--- src/logic/odl_pkg.sv ---
package odl_pkg;
  // Display memory geometry
  localparam int DEPTH = 256;
  localparam int WORD_W = 12;
  localparam int PTR_W = 8;
  localparam int CODE_W = 7;
  localparam int ATTR_W = 5;
  // Word field positions
  localparam int CODE_HI = 11;
  localparam int CODE_LO = 5;
  localparam int ATTR_HI = 4;
  // Character code classes
  localparam logic [6:0] CODE_FONT_MAX = 7'h7C;
  localparam logic [6:0] CODE_TEST = 7'h7D;
  localparam logic [6:0] CODE_LINE_BREAK = 7'h7E;
  localparam logic [6:0] CODE_BLANK = 7'h7F;
  // Command byte decode
  localparam logic [1:0] BANK_ADDR = 2'h0;
  localparam logic [1:0] BANK_GLYPH = 2'h2;
  localparam logic [3:0] CMD_ADDR_HI = 4'h2;
  localparam logic [3:0] CMD_ADDR_LO = 4'h3;
  localparam logic [2:0] CMD_ATTR = 3'h0;
  localparam logic [7:0] CMD_BANK_SEL = 8'h78;
  // Reset values
  localparam logic [7:0] PTR_RST = 8'h00;
  localparam logic [4:0] ATTR_RST = 5'h00;
  localparam logic [6:0] GLYPH_RST = 7'h00;
  localparam logic [1:0] BANK_RST = 2'h0;
  // Glyph matrix
  localparam int GLYPH_COLS = 12;
  localparam int GLYPH_ROWS = 19;
  localparam int ROW_FIRST_SHOWN = 1;
  localparam int ROW_LAST_SHOWN = 18;
  // Code class encoding
  typedef enum logic [1:0] {
    ODL_FONT = 2'h0,
    ODL_TEST = 2'h1,
    ODL_LBRK = 2'h3,
    ODL_BLANK = 2'h2
  } odl_class_t;
endpackage : odl_pkg

--- src/logic/odl_word_decode.sv ---
`timescale 1ns/1ps
`default_nettype none
// Splits one stored display word into its code class and attribute fields
module odl_word_decode (
  input wire logic [odl_pkg::WORD_W-1:0] word_in,
  output odl_pkg::odl_class_t class_out,
  output logic [3:0] colour_out,
  output logic blink_out,
  output logic [1:0] size_out,
  output logic [1:0] spacing_out,
  output logic end_of_display_out,
  output logic marker_en_out
);
  import odl_pkg::*;
  logic [CODE_W-1:0] code;
  logic [ATTR_W-1:0] attr;
  assign code = word_in[CODE_HI:CODE_LO];
  assign attr = word_in[ATTR_HI:0];
  // Code class from the upper field
  always_comb begin
    if (code <= CODE_FONT_MAX) begin
      class_out = ODL_FONT;
    end else if (code == CODE_TEST) begin
      class_out = ODL_TEST;
    end else if (code == CODE_LINE_BREAK) begin
      class_out = ODL_LBRK;
    end else begin
      class_out = ODL_BLANK;
    end
  end
  // Attribute fields, meaning depends on class
  assign colour_out = attr[4:1];
  assign blink_out = (class_out == ODL_FONT) & attr[0];
  assign size_out = attr[4:3];
  assign spacing_out = attr[2:1];
  assign end_of_display_out = (class_out == ODL_LBRK) & attr[0];
  assign marker_en_out = attr[0];
endmodule : odl_word_decode
`default_nettype wire

--- src/logic/odl_ram.sv ---
`timescale 1ns/1ps
`default_nettype none
// Display memory: one write port, one registered read port
module odl_ram #(
  parameter int DEPTH = odl_pkg::DEPTH,
  parameter int WIDTH = odl_pkg::WORD_W,
  parameter int AW = odl_pkg::PTR_W
) (
  input wire logic clk_sys_in,
  input wire logic wr_en_in,
  input wire logic [AW-1:0] wr_addr_in,
  input wire logic [WIDTH-1:0] wr_data_in,
  input wire logic [AW-1:0] rd_addr_in,
  output logic [WIDTH-1:0] rd_data_out
);
  logic [WIDTH-1:0] mem [DEPTH];
  if (DEPTH != (1 << AW)) begin : g_chk
    $error("odl_ram: depth must equal two to the address width");
  end
  // Write and synchronous read
  always_ff @(posedge clk_sys_in) begin
    if (wr_en_in) begin
      mem[wr_addr_in] <= wr_data_in;
    end
    rd_data_out <= mem[rd_addr_in];
  end
endmodule : odl_ram
`default_nettype wire

--- src/logic/odl_loader.sv ---
`timescale 1ns/1ps
`default_nettype none
module odl_loader (
  input wire logic clk_sys_in,
  input wire logic nrst_in,
  input wire logic cmd_valid_in,
  input wire logic [7:0] cmd_byte_in,
  input wire logic hretrace_in,
  input wire logic vsync_active_in,
  input wire logic [odl_pkg::PTR_W-1:0] rd_addr_in,
  input wire logic [odl_pkg::GLYPH_COLS-1:0] glyph_row_dots_in,
  input wire logic [4:0] glyph_row_in,
  output logic cmd_ready_out,
  output logic [odl_pkg::WORD_W-1:0] rd_word_out,
  output odl_pkg::odl_class_t rd_class_out,
  output logic [3:0] fg_colour_out,
  output logic blink_out,
  output logic [1:0] line_size_out,
  output logic [1:0] line_spacing_out,
  output logic end_of_display_out,
  output logic [3:0] bg_colour_out,
  output logic red_out,
  output logic green_out,
  output logic blue_out,
  output logic intensity_out,
  output logic fast_blank_output,
  output logic record_marker_output,
  output logic [odl_pkg::PTR_W-1:0] ram_write_pointer_out
);
  import odl_pkg::*;

  // Package geometry must match the word and pointer layout used here
  if (CODE_W + ATTR_W != WORD_W) begin : g_chk_word
    $error("odl_loader: code and attribute fields must fill the word");
  end
  if (CODE_HI - CODE_LO + 1 != CODE_W) begin : g_chk_code
    $error("odl_loader: code field position disagrees with its width");
  end
  if (ATTR_HI + 1 != ATTR_W) begin : g_chk_attr
    $error("odl_loader: attribute field must sit at the bottom");
  end
  if (DEPTH != (1 << PTR_W)) begin : g_chk_depth
    $error("odl_loader: pointer must reach every memory word");
  end
  if (PTR_W != 8) begin : g_chk_ptr
    $error("odl_loader: pointer is loaded as two four-bit nibbles");
  end
  if (ROW_LAST_SHOWN > 31) begin : g_chk_row
    $error("odl_loader: glyph row number must fit five bits");
  end

  // Write sequencer: a glyph byte parks in WAIT until a retrace slot
  typedef enum logic [1:0] {
    ODL_IDLE = 2'h0,
    ODL_WAIT = 2'h1,
    ODL_COMMIT = 2'h3
  } odl_state_t;

  // Staging registers and the write sequencer
  odl_state_t state_r, state_nxt;
  logic [PTR_W-1:0] ram_write_pointer_r, ram_write_pointer_nxt;
  logic [ATTR_W-1:0] attribute_staging_r, attribute_staging_nxt;
  logic [CODE_W-1:0] glyph_staging_r, glyph_staging_nxt;
  logic [1:0] bank_r, bank_nxt;
  logic [3:0] bg_r, bg_nxt;
  logic marker_r, marker_nxt;
  // Memory ports and read-side decode
  logic wr_en;
  logic commit_ok;
  logic [WORD_W-1:0] ram_q;
  odl_class_t cls;
  logic [3:0] colour;
  logic blink, eod, mark_en, dot_ok;
  logic [1:0] size, spacing;
  // Pixel path and registered read outputs
  logic [3:0] rgbi_nxt;
  logic [3:0] rgbi_r;
  logic fb_r, fb_nxt, rec_r, rec_nxt;
  logic [WORD_W-1:0] word_r;
  odl_class_t cls_r;
  logic [3:0] fg_r;
  logic blink_r, eod_r;
  logic [1:0] size_r, spacing_r;
  logic ready_r, ready_nxt;
  // Next values of the registered read outputs
  logic [WORD_W-1:0] word_nxt;
  odl_class_t cls_nxt;
  logic [3:0] fg_nxt;
  logic blink_nxt, eod_nxt;
  logic [1:0] size_nxt, spacing_nxt;

  // A write is started by a line retrace outside vertical sync; memory is written one cycle later
  assign commit_ok = hretrace_in && !vsync_active_in;

  // Command decode and staging register loads
  always_comb begin
    state_nxt = state_r;
    ram_write_pointer_nxt = ram_write_pointer_r;
    attribute_staging_nxt = attribute_staging_r;
    glyph_staging_nxt = glyph_staging_r;
    bank_nxt = bank_r;
    wr_en = 1'b0;
    unique case (state_r)
      ODL_IDLE: begin
        // Bank select is decoded whichever bank is current
        if (cmd_valid_in) begin
          if (cmd_byte_in[7:2] == CMD_BANK_SEL[7:2]) begin
            bank_nxt = cmd_byte_in[1:0];
          end else if (bank_r == BANK_GLYPH && cmd_byte_in[7]) begin
            glyph_staging_nxt = cmd_byte_in[6:0];
            state_nxt = ODL_WAIT;
          end else if (!bank_r[0] && cmd_byte_in[7:5] == CMD_ATTR) begin
            attribute_staging_nxt = cmd_byte_in[4:0];
          end else if (bank_r == BANK_ADDR &&
                       cmd_byte_in[7:4] == CMD_ADDR_HI) begin
            ram_write_pointer_nxt[7:4] = cmd_byte_in[3:0];
          end else if (bank_r == BANK_ADDR &&
                       cmd_byte_in[7:4] == CMD_ADDR_LO) begin
            ram_write_pointer_nxt[3:0] = cmd_byte_in[3:0];
          end
        end
      end
      ODL_WAIT: begin
        // Bytes offered now are refused: ready is already low
        if (commit_ok) begin
          state_nxt = ODL_COMMIT;
        end
      end
      ODL_COMMIT: begin
        wr_en = 1'b1;
        // Pointer steps on; location 255 rolls over to 0
        ram_write_pointer_nxt = ram_write_pointer_r + 8'h01;
        state_nxt = ODL_IDLE;
      end
      default: begin
        state_nxt = ODL_IDLE;
      end
    endcase
    ready_nxt = (state_nxt == ODL_IDLE);
  end

  // Loader state registers
  // Reset clears pointer, bank and staging, never the memory contents
  always_ff @(posedge clk_sys_in) begin
    if (!nrst_in) begin
      state_r <= ODL_IDLE;
      ram_write_pointer_r <= PTR_RST;
      attribute_staging_r <= ATTR_RST;
      glyph_staging_r <= GLYPH_RST;
      bank_r <= BANK_RST;
      ready_r <= 1'b1;
    end else begin
      state_r <= state_nxt;
      ram_write_pointer_r <= ram_write_pointer_nxt;
      attribute_staging_r <= attribute_staging_nxt;
      glyph_staging_r <= glyph_staging_nxt;
      bank_r <= bank_nxt;
      ready_r <= ready_nxt;
    end
  end

  // Write port fed from the staging registers, read port for the scan
  odl_ram u_ram (
    .clk_sys_in(clk_sys_in),
    .wr_en_in(wr_en),
    .wr_addr_in(ram_write_pointer_r),
    .wr_data_in({glyph_staging_r, attribute_staging_r}),
    .rd_addr_in(rd_addr_in),
    .rd_data_out(ram_q)
  );

  // Decode of the word on the read port
  odl_word_decode u_dec (
    .word_in(ram_q),
    .class_out(cls),
    .colour_out(colour),
    .blink_out(blink),
    .size_out(size),
    .spacing_out(spacing),
    .end_of_display_out(eod),
    .marker_en_out(mark_en)
  );

  // Glyph dot lookup: rows 1-18 visible, leftmost column is bit 11
  assign dot_ok = (glyph_row_in >= 5'(ROW_FIRST_SHOWN)) &&
                  (glyph_row_in <= 5'(ROW_LAST_SHOWN)) &&
                  glyph_row_dots_in[GLYPH_COLS-1];

  // Pixel outputs and sticky blank-code settings
  always_comb begin
    bg_nxt = bg_r;
    marker_nxt = marker_r;
    rgbi_nxt = 4'h0;
    fb_nxt = 1'b0;
    rec_nxt = 1'b0;
    if (cls == ODL_BLANK) begin
      bg_nxt = colour;
      marker_nxt = mark_en;
    end
    // Line-break, blank and test cells leave every pixel dark
    if (hretrace_in) begin
      rgbi_nxt = 4'h0;
    end else if (cls == ODL_FONT && dot_ok) begin
      rgbi_nxt = colour;
      fb_nxt = 1'b1;
      rec_nxt = marker_r;
    end
  end

  // Read-side next values; size and spacing only follow line breaks
  always_comb begin
    word_nxt = ram_q;
    cls_nxt = cls;
    fg_nxt = colour;
    blink_nxt = blink;
    eod_nxt = eod;
    size_nxt = size_r;
    spacing_nxt = spacing_r;
    if (cls == ODL_LBRK) begin
      size_nxt = size;
      spacing_nxt = spacing;
    end
  end

  // Pixel and blank-code registers
  always_ff @(posedge clk_sys_in) begin
    if (!nrst_in) begin
      bg_r <= 4'h0;
      marker_r <= 1'b0;
      rgbi_r <= 4'h0;
      fb_r <= 1'b0;
      rec_r <= 1'b0;
    end else begin
      bg_r <= bg_nxt;
      marker_r <= marker_nxt;
      rgbi_r <= rgbi_nxt;
      fb_r <= fb_nxt;
      rec_r <= rec_nxt;
    end
  end

  // Read-side registers
  always_ff @(posedge clk_sys_in) begin
    if (!nrst_in) begin
      word_r <= '0;
      cls_r <= ODL_FONT;
      fg_r <= 4'h0;
      blink_r <= 1'b0;
      eod_r <= 1'b0;
      size_r <= 2'h0;
      spacing_r <= 2'h0;
    end else begin
      word_r <= word_nxt;
      cls_r <= cls_nxt;
      fg_r <= fg_nxt;
      blink_r <= blink_nxt;
      eod_r <= eod_nxt;
      size_r <= size_nxt;
      spacing_r <= spacing_nxt;
    end
  end

  // Top outputs come straight from their flip-flops
  assign cmd_ready_out = ready_r;
  assign rd_word_out = word_r;
  assign rd_class_out = cls_r;
  assign fg_colour_out = fg_r;
  assign blink_out = blink_r;
  assign line_size_out = size_r;
  assign line_spacing_out = spacing_r;
  assign end_of_display_out = eod_r;
  assign bg_colour_out = bg_r;
  assign red_out = rgbi_r[3];
  assign green_out = rgbi_r[2];
  assign blue_out = rgbi_r[1];
  assign intensity_out = rgbi_r[0];
  assign fast_blank_output = fb_r;
  assign record_marker_output = rec_r;
  assign ram_write_pointer_out = ram_write_pointer_r;
endmodule : odl_loader
`default_nettype wire

--- config.mk ---
export PLATFORM = sky130hd
export DESIGN_NAME = odl_loader
export DESIGN_NICKNAME = d
export VERILOG_FILES = /design/src/logic/odl_pkg.sv /design/src/logic/odl_word_decode.sv /design/src/logic/odl_ram.sv /design/src/logic/odl_loader.sv
export SDC_FILE = /design/constraint.sdc
export NUM_CORES = 2
export LEC_CHECK = 0
export ABC_AREA = 1
export BUFFER_PORTS_ARGS = -buffer_cell sky130_fd_sc_hd__buf_2
export CAP_MARGIN = 20
export CORE_ASPECT_RATIO = 0.75
export CORE_MARGIN = 1
export CORE_UTILIZATION = 36
export DETAILED_ROUTE_END_ITERATION = 10
export PLACE_DENSITY = 0.49
export SETUP_SLACK_MARGIN = 0.4
export SLEW_MARGIN = 10
export SYNTH_ARGS = -nofsm -noshare
export SYNTH_HDL_FRONTEND = slang
export SYNTH_SLANG_ARGS = --single-unit
--- constraint.sdc ---
create_clock -name clk_sys_in -period 5.6 [get_ports clk_sys_in]
set_input_delay 0.56 -clock clk_sys_in [delete_from_list [all_inputs] [get_ports clk_sys_in]]
set_output_delay 0.56 -clock clk_sys_in [all_outputs]
set_load 0.005 [all_outputs]
==> impl_metrics.ini <==
[drt]
drtIter0Drc = 9221
routed_via_density = 5.30
final_antenna_net_count = 0
routedWlPerCell_um = 24.8
vias = 82600
routed_wl_mm = 386
drcViolationCount = 0
dr.pass1.iters = 6

[final_layout]
area_growth_pct = 12.9
drive_above_1_share = 0.0876
n_fill_cell = 32500
multiInputGateArea_um2 = 29000
finalNetCount = 10700
regArea_um2 = 93700

[global_route]
grt_max_degree = 185
gr-total-overflow = 0
antenna_found_initial = 23
grt_pass1_vias = 76800
grt_pass1_wl_mm = 555
track_usage = 0.213

[sta]
fin_skew_ps = 58.3
worstMarginPinSlew_ps = 1470
final.period_utilization = 0.668
period_needed_ps = 3740
drv_slew = 0
setup_viol = 0
finalHoldViolations = 0
worst_slack_ps = 1860
clock.fmax_ghz = 0.267
setup_tns_ps = 0
rsz0062_at_grt = no
relSlewSlack = 0.0216

[worst_setup_path]
cp-end-kind = register
rr_startpoint = state_r[1]$_SDFF_PN0_
required_ps = 6260
r2r_end = u_ram.mem[208][0]$_DFFE_PP_
crit_fanout = 16
regToRegSetupSlack_ps = 1860
cp.arrival_ps = 4400
worstSetupPathType = register to register
cp-start-kind = register
critical_path.startpoint = state_r[1]$_SDFF_PN0_
r2r_cells = 6

[yosys]
ys_warn_count = 0
yosys.area_share.simple = 0.225
synthAdderAreaFrac = 0.000395
synth_flop_cell = edfxtp_1
synthTopCellsByArea = edfxtp_1 (73%), nand3_1 (12%), nand2_1 (9.5%)
synthArstFlopShare = 0
synth_top_cell_by_area = edfxtp_1
synth_xor_area_frac = 0.000138
ys_types = 29
synth_mux_area_frac = 0
netlist.area_leader.share = 0.727
synth-compound-area-share = 0.00241
avgSynthCellArea_um2 = 12.0
yosysMostFrequentCell = nand2_1
synth_seq_cells = 3140
synth_edf_count = 3072
syn-num-nets = 10600
synth_area_um2 = 127000
ys_seq_area_frac = 0.738
synth_top_family_by_area = simple AND/OR/NAND/NOR gates
netlist_instances = 10600
ys_top_cells_by_count = nand2_1 (3211), edfxtp_1 (3072), nand3_1 (3039)

[placed_design]
gp_congestion = 0.879
pre_cts_slack_ps = 1690
io_buffers = 69
dp_hpwl_mm = 218

[min_path]
hold_path_depth = 4
min_to = bank_r[0]$_SDFFE_PN0P_
hp-class = input port to register
min_from = cmd_byte_in[7]

[die]
fp.dieH_um = 516
coreArea_um2 = 350000
num_rows = 188
die_w_um = 687
dieArea_um2 = 355000
ios = 81
initial_core_util = 0.362

[job]
maxCapViolCount = 0

[clock_tree]
cts_sinks = 3140
clk_path_buf_depth = 4
cts_resized = 0
cts_root_buf = clkbuf_16
clkTransAtPathRegs_ps = 60
htree_levels = 5
clk_latency_ps = 920
cts-buffers-inserted = 328
cts_tree = done

[power]
leakagePower_nw = 49.2
ir_drop_mv = 0.261
pwr_density_cell_nw_per_um2 = 346

[status]
outcome = finished clean
-- sequential cells by signal, summed over array words and instances (netlist names) --
signal                 count
blink_out                  1
ram_write_pointer_out      8
u_ram.mem               3072
rd_word_out               12
line_spacing_out           2
state_r                    2
fast_blank_output          1
record_marker_output       1
u_ram.rd_data_out         12
marker_r                   1
rd_class_out               2
rgbi_r                     4
end_of_display_out         1
bank_r                     2
bg_colour_out              4
attribute_staging_r        5
cmd_ready_out              1
line_size_out              2
glyph_staging_r            7
-- worst max path at each step --
stage | to | slack (ps) | cells past startpoint
after CTS | u_ram.mem[224][9]$_DFFE_PP_ | 1900 | 5
final | u_ram.mem[208][0]$_DFFE_PP_ | 1860 | 6
after global placement | u_ram.rd_data_out[6]$_DFF_P_ | 1670 | 13
after detailed placement | u_ram.rd_data_out[6]$_DFF_P_ | 1690 | 13
after floorplan | u_ram.mem[0][0]$_DFFE_PP_ | 1350 | 0
after global routing | u_ram.mem[112][3]$_DFFE_PP_ | 1880 | 6
-- per-stage QoR --
step                      hold WS [ps]  cell area, µm²  utilization  cells  power [mW]
final                             82.4          143000        0.409  15600        49.5
after global routing              77.6          143000        0.409  15600        51.0
after CTS                         6.64          143000        0.408  15600        49.9
after detailed placement           457          133000        0.379  15000        28.8
after global placement             442          132000        0.378  14900        28.7
after floorplan                    407          127000            -  10600        27.8
-- critical path, cell delays in order (launching register included) --
cell and delay [ps]:
dfxtp_1 320, nand2_1 340, clkinv_1 730, nand2_2 980, buf_4 480, nor2_1 280, buf_4 290
-- routing by layer --
metal / GRT usage / wire [µm] / vias up
met5: 0 / 13 / -
met4: 0.0624 / 11500 / 2
met3: 0.0412 / 30400 / 536
met2: 0.318 / 169000 / 2985
met1: 0.314 / 175000 / 41300
li1: - / - / 37800
-- what timing repair did --
item | CTS | global route
setup buffers | 0 | 0
endpoints found under the hold margin | 20 | 0
hold buffers | 10 | 0
-- area by class of cell --
class,instances,area share
tap,4655,0.0407
timing repair buffer,479,0.0295
clock buffer,416,0.0608
clock inverter,167,0.0104
multi-input combinational,6639,0.202
sequential,3140,0.654
inverter,81,0.00245
antenna,6,0.000105
-- where the power goes --
group | internal (mW) | leakage, nW | switching, mW
sequential | 25.5 | 25.0 | 0.0629
clock | 12.1 | 4.97 | 9.13
combinational | 0.679 | 19.2 | 2.02
total | 38.3 | 49.2 | 11.2
-- logic make-up after synthesis --
kind of cell	after synthesis
buf+inv	802
simple gates	6575
flops	3140
xor+xnor	2
fa+ha+maj	4
compound gates	58
-- layout by cell type (no fill, tap or decap), drive strengths merged --
cell type,Yosys,routed
nand2,3211,3211
edfxtp,3072,3072
nand3,3039,3039
buf,590,468
clkbuf,131,417
nor2,314,314
clkinv,4,133
inv,77,85
dfxtp,68,68
o21ai,29,29
bufinv,0,23
a21oi,22,22
dlygate4sd3,0,10
clkinvlp,0,7
diode,0,6
nor3,6,6
ha,4,4
a31oi,3,3
a211oi,2,2
nor4,2,2
xor2,2,2
or2,1,1
and3,1,1
o211ai,1,1
a311oi,1,1
nand4,1,1
No activity file was read; power rests on OpenSTA's default activity.
